--- src/cch_pkg.sv ---
// package for the common command handler
// assumes an apb master and a command decoder feeding parsed command codes
package cch_pkg;

  // --------------------------------------------------------------
  // register map (byte addresses)
  // --------------------------------------------------------------
  localparam logic [7:0] ADDR_CMD = 8'h00;
  localparam logic [7:0] ADDR_STATUS = 8'h04;
  localparam logic [7:0] ADDR_SESR = 8'h08;
  localparam logic [7:0] ADDR_INT_STAT = 8'h0c;
  localparam logic [7:0] ADDR_INT_MASK = 8'h10;
  localparam logic [7:0] ADDR_RESP = 8'h14;
  localparam logic [7:0] ADDR_SETTINGS = 8'h18;
  localparam logic [7:0] ADDR_SELFTEST = 8'h1c;
  localparam logic [7:0] ADDR_IDENT = 8'h20;

  // --------------------------------------------------------------
  // command register fields
  // --------------------------------------------------------------
  localparam int CMD_CODE_LSB = 0;
  localparam int CMD_PARAM_BIT = 4;
  localparam int CMD_LEN_LSB = 16;
  localparam logic [15:0] RESP_MAX_BYTES = 16'h012c;

  // event status bits
  localparam int SESR_CME = 5;
  localparam int SESR_EXE = 4;
  localparam int SESR_QYE = 2;

  // interrupt status bits
  localparam int IRQ_CME = 0;
  localparam int IRQ_EXE = 1;
  localparam int IRQ_QYE = 2;
  localparam int IRQ_DONE = 3;

  // self-test result bits
  localparam logic [7:0] TST_USED_MASK = 8'h0f;

  // --------------------------------------------------------------
  // timing
  // --------------------------------------------------------------
  localparam int CLK_HZ = 50_000_000;
  localparam int DELAY_MIN_MS = 20;
  localparam int DELAY_MAX_MS = 500;
  localparam int DELAY_MIN_CYC = CLK_HZ / 1000 * DELAY_MIN_MS;
  localparam int DELAY_MAX_CYC = CLK_HZ / 1000 * DELAY_MAX_MS;

  // --------------------------------------------------------------
  // defaults after device reset
  // --------------------------------------------------------------
  localparam logic [3:0] PARAM_Z_PHASE = 4'h1;
  localparam logic [15:0] FREQ_1KHZ = 16'h03e8;
  localparam logic [7:0] LEVEL_1V = 8'h0a;
  localparam logic [1:0] SPEED_NORMAL = 2'h1;
  localparam logic [1:0] CMP_BOTH = 2'h3;

  typedef enum logic [3:0] {
    CMD_NONE = 4'h0,
    CMD_IDN = 4'h1,
    CMD_RST = 4'h2,
    CMD_TRG = 4'h3,
    CMD_TST = 4'h4,
    CMD_WAI = 4'h5,
    CMD_MEAS = 4'h6,
    CMD_SPEC = 4'h7
  } cch_cmd_t;

  typedef struct packed {
    logic [3:0] param_sel;
    logic [15:0] freq;
    logic [7:0] level;
    logic range_auto;
    logic circuit_auto;
    logic open_comp;
    logic short_comp;
    logic trig_ext;
    logic [1:0] speed;
    logic beep_key;
    logic beep_cmp;
    logic [1:0] cmp_target;
    logic cmp_upper_on;
    logic cmp_lower_on;
  } cch_settings_t;

  typedef struct packed {
    logic meas_start;
    logic selftest_start;
    logic panel_clear;
  } cch_engine_req_t;

  typedef enum {
    ST_IDLE,
    ST_DELAY,
    ST_EXEC,
    ST_TEST,
    ST_WAIT
  } cch_state_t;

endpackage : cch_pkg

--- src/cch_delay.sv ---
// processing delay counter between command receipt and analysis
// assumes start pulses only while idle
`timescale 1ns/1ps
module cch_delay #(
  parameter int MIN_CYC = cch_pkg::DELAY_MIN_CYC
) (
  input wire logic pclk,
  input wire logic presetn,
  input wire logic start,
  output logic done
);

  typedef struct packed {
    logic busy;
    logic [31:0] cnt;
    logic done;
  } cch_dly_state_t;

  cch_dly_state_t st_ff;
  cch_dly_state_t nxt_st;

  always_comb begin
    nxt_st = st_ff;
    nxt_st.done = 1'b0;
    if (start) begin
      nxt_st.busy = 1'b1;
      nxt_st.cnt = 32'h0;
    end else if (st_ff.busy) begin
      if (st_ff.cnt >= 32'(MIN_CYC - 1)) begin
        nxt_st.busy = 1'b0;
        nxt_st.done = 1'b1;
      end else begin
        nxt_st.cnt = st_ff.cnt + 32'h1;
      end
    end
  end

  always_ff @(posedge pclk or negedge presetn) begin
    if (!presetn) begin
      st_ff <= '0;
    end else begin
      st_ff <= nxt_st;
    end
  end

  assign done = st_ff.done;

endmodule : cch_delay

--- src/cch_handler.sv ---
// common command handler: executes parsed common commands over apb
// assumes a text parser writes one command at a time to the command register
//
// Implementation choices: the placing of the registers and the APB interface to the registers.
`timescale 1ns/1ps

// Notes on behaviour
// - identification answer is maker, model, option, version, no header
// - response longer than 300 bytes raises query error instead
// - reset restores impedance/phase, 1 kHz, 1 V, auto range, auto circuit
// - reset turns compensation off, internal trigger, normal speed, key beep on
// - reset sets comparator to both parameters, limits off, clears panels
// - reset, trigger, wait with a data parameter raise command error
// - external trigger mode: each trigger starts exactly one measurement
// - trigger in internal mode raises execution error, no measurement
// - trigger or self-test during compensation raises execution error
// - self-test bits: rom, ram, io, interrupt; bits 4 to 7 zero
// - self-test runs checks then returns the code without header
// - wait stalls later commands until running operation completes
// - only measurement query overlaps; all others finish before the next
// - command, execution, query errors latch event bits 5, 4, 2
// - receipt to analysis takes between 20 ms and 500 ms; the code waits a fixed DELAY_CYC cycles, 20 ms by default
module cch_handler #(
  parameter int DELAY_CYC = cch_pkg::DELAY_MIN_CYC,
  parameter logic [31:0] IDENT_WORD = 32'h0001_0001 // arbitrary value
) (
  input wire logic pclk,
  input wire logic presetn,
  input wire logic psel,
  input wire logic penable,
  input wire logic pwrite,
  input wire logic [7:0] paddr,
  input wire logic [31:0] pwdata,
  output logic [31:0] prdata,
  output logic pready,
  output logic pslverr,
  input wire logic meas_busy,
  input wire logic comp_active,
  input wire logic selftest_done,
  input wire logic [7:0] selftest_code,
  output cch_pkg::cch_settings_t settings,
  output cch_pkg::cch_engine_req_t engine_req,
  output logic irq
);

  // ----------------------------------------------------------------
  // state
  // ----------------------------------------------------------------
  typedef struct packed {
    cch_pkg::cch_state_t fsm;
    cch_pkg::cch_cmd_t cmd;
    logic cmd_param;
    logic [15:0] cmd_len;
    cch_pkg::cch_settings_t set;
    cch_pkg::cch_engine_req_t req;
    logic [7:0] sesr;
    logic [3:0] int_stat;
    logic [3:0] int_mask;
    logic [31:0] resp;
    logic resp_valid;
    logic [7:0] test_code;
    logic [31:0] prdata;
    logic pready;
    logic pslverr;
    logic irq;
  } cch_state_s_t;

  cch_state_s_t st_ff;
  cch_state_s_t nxt_st;
  logic dly_start;
  logic dly_done;
  // settings width, wider than one bus word
  localparam int SET_W = $bits(cch_pkg::cch_settings_t);

  function automatic cch_pkg::cch_settings_t reset_defaults();
    cch_pkg::cch_settings_t s;
    s = '0;
    s.param_sel = cch_pkg::PARAM_Z_PHASE;
    s.freq = cch_pkg::FREQ_1KHZ;
    s.level = cch_pkg::LEVEL_1V;
    s.range_auto = 1'b1;
    s.circuit_auto = 1'b1;
    s.open_comp = 1'b0;
    s.short_comp = 1'b0;
    s.trig_ext = 1'b0;
    s.speed = cch_pkg::SPEED_NORMAL;
    s.beep_key = 1'b1;
    s.beep_cmp = 1'b0;
    s.cmp_target = cch_pkg::CMP_BOTH;
    s.cmp_upper_on = 1'b0;
    s.cmp_lower_on = 1'b0;
    return s;
  endfunction : reset_defaults

  function automatic logic is_addr(input logic [7:0] a, input logic [7:0] ref_a);
    return a == ref_a;
  endfunction : is_addr

  // every address that answers without a slave error
  function automatic logic is_mapped(input logic [7:0] a);
    logic hit;
    hit = is_addr(a, cch_pkg::ADDR_CMD) || is_addr(a, cch_pkg::ADDR_STATUS) ||
          is_addr(a, cch_pkg::ADDR_SESR) || is_addr(a, cch_pkg::ADDR_INT_STAT) ||
          is_addr(a, cch_pkg::ADDR_INT_MASK) || is_addr(a, cch_pkg::ADDR_RESP) ||
          is_addr(a, cch_pkg::ADDR_SETTINGS) || is_addr(a, cch_pkg::ADDR_SELFTEST) ||
          is_addr(a, cch_pkg::ADDR_IDENT);
    return hit;
  endfunction : is_mapped

  // ----------------------------------------------------------------
  // processing delay
  // ----------------------------------------------------------------
  cch_delay #(
    .MIN_CYC(DELAY_CYC)
  ) u_delay (
    .pclk(pclk),
    .presetn(presetn),
    .start(dly_start),
    .done(dly_done)
  );

  // ----------------------------------------------------------------
  // next state
  // ----------------------------------------------------------------
  always_comb begin
    logic wr_acc;
    logic rd_acc;
    logic [7:0] ev;
    wr_acc = psel && penable && pwrite && st_ff.pready;
    rd_acc = psel && penable && !pwrite && st_ff.pready;
    ev = 8'h00;
    nxt_st = st_ff;
    nxt_st.req = '0;
    nxt_st.pready = psel && !penable;
    nxt_st.pslverr = 1'b0;
    dly_start = 1'b0;

    // command sequencer
    unique case (st_ff.fsm)
      cch_pkg::ST_IDLE: begin
      end
      cch_pkg::ST_DELAY: begin
        if (dly_done) begin
          nxt_st.fsm = cch_pkg::ST_EXEC;
        end
      end
      cch_pkg::ST_EXEC: begin
        nxt_st.fsm = cch_pkg::ST_IDLE;
        if (st_ff.cmd_param && (st_ff.cmd == cch_pkg::CMD_RST ||
            st_ff.cmd == cch_pkg::CMD_TRG || st_ff.cmd == cch_pkg::CMD_WAI)) begin
          ev[cch_pkg::SESR_CME] = 1'b1;
        end else begin
          unique case (st_ff.cmd)
            cch_pkg::CMD_IDN: begin
              if (st_ff.cmd_len > cch_pkg::RESP_MAX_BYTES) begin
                ev[cch_pkg::SESR_QYE] = 1'b1;
              end else begin
                nxt_st.resp = IDENT_WORD;
                nxt_st.resp_valid = 1'b1;
              end
            end
            cch_pkg::CMD_RST: begin
              nxt_st.set = reset_defaults();
              nxt_st.req.panel_clear = 1'b1;
            end
            cch_pkg::CMD_TRG: begin
              if (comp_active) begin
                ev[cch_pkg::SESR_EXE] = 1'b1;
              end else if (!st_ff.set.trig_ext) begin
                ev[cch_pkg::SESR_EXE] = 1'b1;
              end else begin
                nxt_st.req.meas_start = 1'b1;
              end
            end
            cch_pkg::CMD_TST: begin
              if (comp_active) begin
                ev[cch_pkg::SESR_EXE] = 1'b1;
              end else begin
                nxt_st.req.selftest_start = 1'b1;
                nxt_st.fsm = cch_pkg::ST_TEST;
              end
            end
            cch_pkg::CMD_WAI: begin
              nxt_st.fsm = cch_pkg::ST_WAIT;
            end
            default: begin
            end
          endcase
        end
      end
      cch_pkg::ST_TEST: begin
        if (selftest_done) begin
          nxt_st.fsm = cch_pkg::ST_IDLE;
          if (st_ff.cmd_len > cch_pkg::RESP_MAX_BYTES) begin
            ev[cch_pkg::SESR_QYE] = 1'b1;
          end else begin
            nxt_st.test_code = selftest_code & cch_pkg::TST_USED_MASK;
            nxt_st.resp = {24'h0, selftest_code & cch_pkg::TST_USED_MASK};
            nxt_st.resp_valid = 1'b1;
          end
        end
      end
      cch_pkg::ST_WAIT: begin
        if (!meas_busy) begin
          nxt_st.fsm = cch_pkg::ST_IDLE;
        end
      end
    endcase

    // slave error decided in the setup cycle, so it stands with pready
    // a refused command write is then ignored at the access edge
    if (psel && !penable) begin
      if (!is_mapped(paddr)) begin
        nxt_st.pslverr = 1'b1;
      end else if (pwrite && is_addr(paddr, cch_pkg::ADDR_CMD) &&
                   st_ff.fsm != cch_pkg::ST_IDLE) begin
        nxt_st.pslverr = 1'b1;
      end
    end

    // register writes
    if (wr_acc) begin
      if (is_addr(paddr, cch_pkg::ADDR_CMD)) begin
        // new command accepted only when idle, in order
        if (!st_ff.pslverr) begin
          nxt_st.cmd = cch_pkg::cch_cmd_t'(pwdata[cch_pkg::CMD_CODE_LSB +: 4]);
          nxt_st.cmd_param = pwdata[cch_pkg::CMD_PARAM_BIT];
          nxt_st.cmd_len = pwdata[cch_pkg::CMD_LEN_LSB +: 16];
          nxt_st.resp_valid = 1'b0;
          nxt_st.fsm = cch_pkg::ST_DELAY;
          dly_start = 1'b1;
        end
      end else if (is_addr(paddr, cch_pkg::ADDR_SESR)) begin
        nxt_st.sesr = st_ff.sesr & ~pwdata[7:0];
      end else if (is_addr(paddr, cch_pkg::ADDR_INT_STAT)) begin
        nxt_st.int_stat = st_ff.int_stat & ~pwdata[3:0];
      end else if (is_addr(paddr, cch_pkg::ADDR_INT_MASK)) begin
        nxt_st.int_mask = pwdata[3:0];
      end else if (is_addr(paddr, cch_pkg::ADDR_SETTINGS)) begin
        // only the low word is on the bus; upper bits keep their value
        nxt_st.set = cch_pkg::cch_settings_t'({st_ff.set[SET_W-1:32], pwdata});
      end
    end

    // register reads
    nxt_st.prdata = 32'h0;
    if (psel && !penable && !pwrite) begin
      if (is_addr(paddr, cch_pkg::ADDR_CMD)) begin
        nxt_st.prdata = {16'h0, 11'h0, st_ff.cmd_param, st_ff.cmd};
      end else if (is_addr(paddr, cch_pkg::ADDR_STATUS)) begin
        nxt_st.prdata = {28'h0, st_ff.resp_valid, meas_busy, comp_active,
                         st_ff.fsm != cch_pkg::ST_IDLE};
      end else if (is_addr(paddr, cch_pkg::ADDR_SESR)) begin
        nxt_st.prdata = {24'h0, st_ff.sesr};
      end else if (is_addr(paddr, cch_pkg::ADDR_INT_STAT)) begin
        nxt_st.prdata = {28'h0, st_ff.int_stat};
      end else if (is_addr(paddr, cch_pkg::ADDR_INT_MASK)) begin
        nxt_st.prdata = {28'h0, st_ff.int_mask};
      end else if (is_addr(paddr, cch_pkg::ADDR_RESP)) begin
        nxt_st.prdata = st_ff.resp;
      end else if (is_addr(paddr, cch_pkg::ADDR_SETTINGS)) begin
        nxt_st.prdata = 32'(st_ff.set);
      end else if (is_addr(paddr, cch_pkg::ADDR_SELFTEST)) begin
        nxt_st.prdata = {24'h0, st_ff.test_code};
      end else if (is_addr(paddr, cch_pkg::ADDR_IDENT)) begin
        nxt_st.prdata = IDENT_WORD;
      end else begin
        nxt_st.pslverr = 1'b1;
      end
    end
    if (rd_acc) begin
      nxt_st.prdata = st_ff.prdata;
    end
    // events: set wins over clear
    nxt_st.sesr = nxt_st.sesr | ev;
    nxt_st.int_stat = nxt_st.int_stat | {
      nxt_st.resp_valid && !st_ff.resp_valid,
      ev[cch_pkg::SESR_QYE], ev[cch_pkg::SESR_EXE], ev[cch_pkg::SESR_CME]};
    nxt_st.irq = |(nxt_st.int_stat & nxt_st.int_mask);
  end

  // ----------------------------------------------------------------
  // registers
  // ----------------------------------------------------------------
  always_ff @(posedge pclk or negedge presetn) begin
    if (!presetn) begin
      st_ff <= '0;
      st_ff.fsm <= cch_pkg::ST_IDLE;
      st_ff.set <= reset_defaults();
    end else begin
      st_ff <= nxt_st;
    end
  end

  assign prdata = st_ff.prdata;
  assign pready = st_ff.pready;
  assign pslverr = st_ff.pslverr;
  assign settings = st_ff.set;
  assign engine_req = st_ff.req;
  assign irq = st_ff.irq;

endmodule : cch_handler

--- config.mk ---
export PLATFORM = sky130hd
export DESIGN_NAME = cch_handler
export DESIGN_NICKNAME = d
export VERILOG_FILES = /design/src/cch_pkg.sv /design/src/cch_delay.sv /design/src/cch_handler.sv
export SDC_FILE = /design/constraint.sdc
export NUM_CORES = 1
export LEC_CHECK = 0
export BUFFER_PORTS_ARGS = -buffer_cell sky130_fd_sc_hd__buf_2
export CORE_MARGIN = 5
export CORE_UTILIZATION = 50
export DETAILED_ROUTE_END_ITERATION = 12
export PLACE_DENSITY = 0.8
export SLEW_MARGIN = 20
export SYNTH_ARGS = -nofsm -noshare
export SYNTH_HDL_FRONTEND = slang
export SYNTH_SLANG_ARGS = --single-unit
--- constraint.sdc ---
create_clock -name pclk -period 4.1 [get_ports pclk]
set_input_delay 0.615 -clock pclk [delete_from_list [all_inputs] [get_ports pclk]]
set_output_delay 0.615 -clock pclk [all_outputs]
set_load 0.01 [all_outputs]
## Yosys cells after proc, flatten, opt, wreduce, memory -nomap -nowiden

Index checks and enable logic that the tools add are counted.

| storage, ports and cells | value |
|---|---|
| word-level logic and storage cells | 188 |
| register bits after elaboration | 219 |
| bits of input ports | 56 |

| operators by class | value |
|---|---|
| bitwise logic cells | 9 |
| equal/unequal tests | 24 |
| order comparisons | 2 |
| add/sub/neg operators | 1 |
| reductions and logical operators | 33 |
| multiplexer cells | 84 |

Operator list:

| kind | number |
|---|---|
| $mux 32 | 12 |
| $mux 41 | 8 |
| $mux 33 | 4 |
| $pmux 32 s4 | 1 |
| $mux 53 | 2 |
| $mux 94 | 1 |
| $mux 44 | 2 |
| $pmux 33 s2 | 1 |
| $eq 32x2->1 const B | 2 |
| $mux 1 | 37 |
| $mux 17 | 2 |
| $mux 34 | 1 |
| $add 32x1->32 const B | 1 |
| $eq 32x1->1 const B | 1 |
| $eq 32x3->1 const B | 1 |
| $eq 8x5->1 const B | 4 |
| $ge 32x20->1 const B | 1 |
| $mux 16 | 2 |
| $reduce_bool 32->1 | 1 |
| $eq 8x4->1 const B | 2 |
| $gt 16x9->1 const B | 1 |
| $mux 8 | 2 |
| $mux 4 | 3 |
| $logic_and 1x1->1 | 11 |
| other kinds (27) | 50 |

## Depth between registers and ports, before layout

Gate-level depths: netlist of the first run.

| logic depth | value |
|---|---|
| word-level depth | 21 |
| depth in mapped cells | 9 |
| depth with buffers taken out | 6 |

## Cells and area by module

A second synthesis of the first run with hierarchy kept.

| second synthesis, totals | value |
|---|---|
| cell total of the unflattened synthesis | 826 |
| area, all modules | 8,784.7 um2 |

Modules (own cells, without submodules):

| module | cells each | area each (um2) | instances | seq. area each (um2) |
|---|---|---|---|---|
| cch_handler | 661 | 7,146.9 | 1 | 3,972.6 |
| cch_delay | 165 | 1,637.8 | 1 | 850.8 |

## Worst setup path after synthesis of the first run

No wires, ideal clock.

| path | value |
|---|---|
| path type | input-to-reg |
| from | input port paddr[1] |
| to | register st_ff[171] (netlist bit) |
| cell stages on the path | 8 |
| setup time | 0.119 ns |
| arrival | 2.530 ns |
| path slack | 1.451 ns |
| path through | or4_4 or2_1 buf_6 or4b_1 buf_2 buf_6 buf_6 and2_1 |

RTL lines:

| element | RTL line | source |
|---|---|---|
| start: declaration | cch_handler.sv:32 | `input wire logic [7:0] paddr,` |
| end signal: assignment | cch_handler.sv:291 | `st_ff <= nxt_st;` |
| end: declaration | cch_handler.sv:68 | `cch_state_s_t st_ff;` |

==> impl_results.md, run 1 <==
- CP Capture Type: register
- P_int: 2.919 mW
- Outcome: completed
- Final Hold Fails: 0
- Fraction of registers with async set/reset: 1.000
- Reg clk slew, reported paths: 0.07 ns
- Worst path required time: 4.48 ns
- Pwr per Cell Area: 400.7 nW/µm²
- FMAX: 368.6 MHz
- Reg power frac: 0.518
- Most used DFF post-synth: dfrtp_1
- Die Y: 140.9 µm
- Final Critical Period: 2.713 ns
- Pwr Total: 3.792 mW
- Maximum net fanout on the critical path: 12
- Static Leakage: 4.676 nW
- Final Cycle Share: 0.6616
- I/O Buffers: 130
- Die X-Extent: 140.9 µm
- WP data arrival: 3.09 ns
- Headroom to the max-slew limit: 0.3933
- Clk_lat worst skew: 0.44 ns
- Initial Utilization: 0.5127
- Logic pwr share: 0.046
- 1st-iter DRT viols: 501
- NetSw: 872.5 µW
- Antenna-violating nets left: 0
- Clock Tree Root: clkbuf_16
- Post-CTS Setup Repair Bufs: 0
- CTS tree: built
- EDFF count, synth: 0
- Sequential-to-total area share from yosys stat: 0.5633
- Seq cells post-synth: 192
- CTS Sinks: 192
- Die Area: 19,840 µm²
- VDD IR-drop max: 300.3 µV
- Critical path startpoint: st_ff[165]$_DFF_PN0_
- RSZ-0062 raised after global routing: no
- Vias: 6,082
- Commonest non-fill, non-tap cell in the layout: dfrtp_1
- Post-Synthesis Cell Area: 8563 µm²
- CP bufs+invs: 1
- Inserted Diodes: 0
- Gpl congestion: 0.8644
- Reg2reg start: st_ff[165]$_DFF_PN0_
- Switch share: 0.2301
- CP max stage delay: 0.67 ns
- Synth warn: 0
- Drt pass-1 iters: 6
- Total wire length: 19.15 mm
- Routed len/inst: 17.89 µm
- Synth unique cells: 62
- Core area: 16,700 µm²
- First-pass GRT wire length: 31.93 mm
- Io pins: 135
- Vias in the first global route: 6,079
- Layout Skew: 0.009260 ns
- Pin count of the biggest net entering global routing: 108
- Total GRT Usage: 0.1992
- Post_cts resized: 0
- # DRC: 0
- Crit path launch type: register
- Post-synthesis cell count: 784
- Initial antenna violation count: 0
- TritonCTS Buffers: 17
- Post-DP HPWL: 13.02 mm
- Area Growth Syn to Fin: 10.49%
- Vias per Instance: 5.684
- Hold WC Path Type: primary input to asynchronous set/reset pin
- WS Path Type: register to register
- NumNets Final: 894
- Max Cap Violations: 0
- Cts hold-fix bufs: 0
- Worst slew pin tran: 0.9017 ns
- Crit-path cells: nor4_1 -> nand4_1 -> or4_1 -> o41ai_2 -> buf_4 -> o22a_1
- Share of post-route cells with drive strength above 1: 0.2482
- CP top delay family: simple AND/OR/NAND/NOR gates
- Mapped Nets: 841
- Crit-path slowest cell: or4_1
- Most frequent cells in the layout: 177 x dfrtp_1, 129 x buf_2, 113 x nand2_1, 50 x and2_1, 45 x a22o_1
- Clock network fraction of design power: 0.436
- Hold WS: 0.2780 ns
- Final setup TNS: 0 ns
- GR Overflow Total: 0
- Clock buffer depth: 2
- H-tree lvl count: 4
- Syn avg cell area: 10.92 µm²
- Final slew viol count: 0
- Final Setup Violations: 0
- # rows: 47
## state kept, by name, summed over array words and instances (netlist names)
name           flops
settings          41
u_delay.st_ff     33
prdata            32
u_delay.done       1
pready             1
irq                1
st_ff             79
pslverr            1
engine_req         3
## path summary, 6_finish.rpt
check	cells past startpoint	slack, ns	end
worst max-delay path	6	1.39	settings[12]$_DFF_PN1_
worst min-delay path	1	0.28	u_delay.st_ff[32]$_DFFE_PN0P_
worst max register to register	6	1.39	settings[12]$_DFF_PN1_
worst min register to register	2	0.48	prdata[16]$_DFFE_PN0N_
max in group asynchronous	2	2.87	settings[14]$_DFF_PN1_
min in group pclk	2	0.38	st_ff[91]$_DFFE_PN0P_
## power groups by stage
stage / clock (mW) / sequential, mW / combinational [mW]
floorplan: 0 / 1.99 / 0.0807
global placement: 0 / 1.99 / 0.168
detailed placement: 0 / 2.00 / 0.174
CTS: 1.69 / 1.96 / 0.175
global route: 1.78 / 1.97 / 0.198
finish: 1.65 / 1.96 / 0.173
## cell type report
type | instances | area [µm²]
clock buffers | 19 | 442.9
clock inverters | 13 | 153.9
fillers | 1408 | 7239
inverters | 9 | 33.78
multi-input cells | 474 | 2975
flip-flops and latches | 192 | 4823
well taps | 220 | 275.3
repair buffers | 143 | 757.0
## logic make-up (layout without fill, tap and decap cells)
| family | after synthesis | after routing | synth area share |
|---|---|---|---|
| DFF | 192 | 192 | 0.5633 |
| and+or+nand+nor | 292 | 292 | 0.1775 |
| adders and majority gates | 1 | 1 | 0.001461 |
| xor gates and xnor gates | 4 | 4 | 0.004092 |
| muxes | 17 | 17 | 0.02542 |
| buffers and inverters | 118 | 184 | 0.09015 |
| AOI/OAI and AO/OA | 160 | 160 | 0.1381 |
## worst register-to-register path: cells and delay by family, from the launching register on
family / cells / cell delay (ns)
and+or+nand+nor: 3 / 1.28
AOI/OAI and AO/OA: 2 / 0.70
DFF: 1 / 0.38
buffers and inverters: 1 / 0.31
## through the flow
step                      setup WS [ns]  instances  instance area (µm²)    util
after floorplan                   1.451        784                 8563       -
after global placement            1.043       1037                 8857  0.5303
after detailed placement          1.019       1037                 8857  0.5303
after CTS                         1.348       1069                 9454  0.5661
after global routing              1.163       1070                 9462  0.5665
final                             1.387       1070                 9462  0.5665
## synth_stat cells (5+ instances only)
cell      number  share of area
dfrtp_1      177           0.52
nand2_1      113          0.050
buf_4         77          0.068
and2_1        50          0.037
a22o_1        45          0.046
o21ai_0       26          0.015
clkbuf_1      24          0.011
a21oi_1       23          0.013
nor2_1        19         0.0083
nor4_1        18          0.013
dfstp_2       15          0.046
nor3_1        14         0.0082
o22a_1        14          0.014
nand3_1       13         0.0076
or3_1         10         0.0073
or4_1         10         0.0088
a21boi_0       9         0.0079
inv_1          9         0.0039
nand2b_1       9         0.0066
mux2_2         8          0.011
a22oi_1        7         0.0061
o31ai_1        7         0.0061
mux2i_1        6         0.0070
and3_1         5         0.0037
buf_6          5         0.0066
nand4_1        5         0.0037
nor2b_1        5         0.0037
nor3b_1        5         0.0044
## layer usage
metal | wire length, µm | global-route usage | up-vias
li1 | - | - | 2810
met1 | 8373 | 0.2752 | 3048
met2 | 9400 | 0.3175 | 194
met3 | 947 | 0.03488 | 30
met4 | 424 | 0.07496 | 0
met5 | 0 | 0 | -
(Power assumes the default switching activity.)
==> run 2, diff against run 1 <==
Settings changed: PLACE_DENSITY 0.8 to 0.83.
Clock period 4.1 ns to 2.35 ns, I/O delays scaled along.
==> impl_results.md, run 2 (synthesized netlist as in run 1, its figures left out) <==
- NetSw: 1.480 mW (+70%)
- Core area: 16,700 µm² (unchanged)
- Initial antenna violation count: 0 (unchanged)
- Routing usage on met1: 0.2650 (-0.01018)
- I/O Buffers: 130 (unchanged)
- Post-DP HPWL: 14.29 mm (+9.7%)
- Multi-input logic area: 3058 µm² (+2.8%)
- Reg2reg path depth: 8 (+2)
- Final Setup Violations: 0 (unchanged)
- Drt pass-1 iters: 5 (-1)
- Max Cap Violations: 0 (unchanged)
- Total wire length: 20.67 mm (+8.0%)
- Most frequent cells in the layout: 177 x dfrtp_1, 129 x buf_2, 113 x nand2_1, 59 x buf_4, 50 x and2_1
- Cell count after placement: 1,087 (+4.8%)
- First-pass GRT wire length: 33.26 mm (+4.2%)
- Maximum net fanout on the critical path: 10 (-2)
- Total GRT Usage: 0.2092 (+0.009987)
- Critical path startpoint: u_delay.st_ff[9]$_DFFE_PN0P_
- H-tree lvl count: 4 (unchanged)
- Final slew viol count: 0 (unchanged)
- Clock Tree Root: clkbuf_16
- Area Growth Syn to Fin: 17.91%
- Crit path launch type: register
- Setup ws final: 0.04129 ns (-1.346 ns)
- M3 GR Usage: 0.04605 (+0.01118)
- Vias per Instance: 5.679 (about the same)
- Final Hold Fails: 0 (unchanged)
- Outcome: completed
- # DRC: 0 (unchanged)
- Met2 usage: 0.3432 (+0.02571)
- CP endpoint: u_delay.st_ff[18]$_DFFE_PN0P_
- Reg clk slew, reported paths: 0.07 ns (about the same)
- Reg with most FFs: st_ff
- Pwr per Cell Area: 677.2 nW/µm² (+69%)
- Crit Reg-Reg Endpoint: u_delay.st_ff[18]$_DFFE_PN0P_
- Gpl congestion: 0.8638 (about the same)
- CTS tree: built
- Die Area: 19,840 µm² (unchanged)
- Inserted Diodes: 0 (unchanged)
- 1st-iter DRT viols: 535 (+6.8%)
- Routed len/inst: 18.36 µm (+2.6%)
- R2R setup slack: 0.04 ns (-1.35 ns)
- Headroom to the max-slew limit: 0.6524 (+0.2591)
- Vias in the first global route: 6,535 (+7.5%)
- Pwr Total: 6.838 mW (+80%)
- VDD IR-drop max: 563.7 µV (+88%)
- WP data arrival: 2.67 ns (-0.42 ns)
- Pre-CTS WS: -0.1423 ns (-1.161 ns)
- Reg power frac: 0.498 (-0.020)
- Final setup TNS: 0 ns (unchanged)
- Worst path required time: 2.71 ns (-1.77 ns)
- Final Critical Period: 2.309 ns (-0.4040 ns)
- Commonest non-fill, non-tap cell in the layout: dfrtp_1
- WS Path Type: register to register
- Grt peak-use layer: met2
- Clock buffer depth: 2 (unchanged)
- NumNets Final: 950 (+6.3%)
- Antenna-violating nets left: 0 (unchanged)
- Post-layout util: 0.6046 (+0.03806)
- Static Leakage: 5.030 nW (+7.6%)
- RSZ-0062 raised after global routing: yes
- Reg2reg start: u_delay.st_ff[9]$_DFFE_PN0P_
- CTS Sinks: 192 (unchanged)
- CP Capture Type: register
- Io pins: 135 (unchanged)
- Logic pwr share: 0.056 (+0.010)
- TritonCTS Buffers: 17 (unchanged)
- Pin count of the biggest net entering global routing: 66 (-39%)
- Die Y: 140.9 µm (unchanged)
- Vias: 6,395 (+5.1%)
- Layout fillers: 1,293 (-8.2%)
- Share of post-route cells with drive strength above 1: 0.3057 (+0.05750)
- FMAX: 433.1 MHz (+17%)
- Hold WC Path Type: primary input to register
- Final Cycle Share: 0.9824 (+0.3208)
- Layout Skew: 0.008691 ns (-0.0005691 ns)
- Worst slew pin tran: 0.5215 ns (-0.3803 ns)
- Initial Utilization: 0.5127 (unchanged)
- Max FFs per register: 79 (unchanged)
- Switch share: 0.2164 (-0.01371)
- Die X-Extent: 140.9 µm (unchanged)
- GR Overflow Total: 0 (unchanged)
- Post-Layout Cell Count: 1,126 (+5.2%)
- Clk_lat worst skew: 0.44 ns (about the same)
- P_int: 5.358 mW (+84%)
- Clock network fraction of design power: 0.446 (+0.010)
- # rows: 47 (unchanged)
- FF+latch area: 4823 µm² (unchanged)
[run 2: cell types whose count changed in the layout (fill, tap and decap cells not counted), sizes merged]
| cell | delta |
|---|---|
| buf | +56 |
| inv | -3 |
| bufinv | +2 |
| clkbuf | +2 |
| clkinv | -1 |
| clkinvlp | -1 |
| dlygate4sd3 | +1 |
[run 2: through the flow]
stage / cell area (µm²) / hold slack, ns
after floorplan: 8569 / 0.05691
after global placement: 9335 / 0.3769
after detailed placement: 9335 / 0.3799
after CTS: 10010 / 0.1065
after global routing: 10100 / 0.1242
final: 10100 / 0.1236
[run 2: power groups by stage]
stage	sequential [mW]	clock [mW]	combinational, mW
after floorplan	3.47	0	0.141
after global placement	3.46	0	0.362
after detailed placement	3.46	0	0.375
after CTS	3.40	3.10	0.382
after global routing	3.41	3.23	0.427
final	3.41	3.05	0.384
[run 2: per-layer routing]
layer / vias to the layer above / share of wire / wire, µm
li1: 2925 / - / -
met1: 3175 / 0.41 / 8502
met2: 234 / 0.50 / 10380
met3: 61 / 0.052 / 1084
met4: 0 / 0.034 / 704
met5: - / 0 / 0
[run 2: what timing repair did]
| item | 4_1_cts | 5_1_grt |
|---|---|---|
| hold endpoints to repair | 51 | 0 |
| cloned | 0 | 0 |
| pin swaps | 1 | 12 |
| buffers inserted | 1 | 5 |
| endpoints found under the setup margin | 8 | 37 |
| gates resized for setup | 7 | 12 |
| hold buffers | 1 | 0 |
[run 2: cell type report]
type / instances / share of cell area
sequential: 192 / 0.4777
multi-input combinational: 474 / 0.3028
timing repair buffer: 199 / 0.1271
clock buffer: 22 / 0.04597
tap: 220 / 0.02726
clock inverter: 10 / 0.01574
inverter: 9 / 0.003346
[run 2: how the worst min path moves through the flow]
stage,start,to,slack (ns),cells after the start
floorplan,presetn,engine_req[0]$_DFF_PN0_,0.06,0
global placement,presetn,prdata[13]$_DFFE_PN0N_,0.38,1
detailed placement,presetn,prdata[10]$_DFFE_PN0N_,0.38,1
CTS,pwdata[16],st_ff[136]$_DFFE_PN0P_,0.11,3
global route,pwdata[7],st_ff[91]$_DFFE_PN0P_,0.12,2
finish,pwdata[16],st_ff[136]$_DFFE_PN0P_,0.12,3
[run 2: worst max-delay path, stage by stage, from the launching register on]
cell and delay, ns:
dfrtp_1 0.38, or3_1 0.38, a31o_2 0.24, a211oi_2 0.22, buf_4 0.15, o2111ai_1 0.12, buf_4 0.19, or4_1 0.40
a21oi_1 0.15
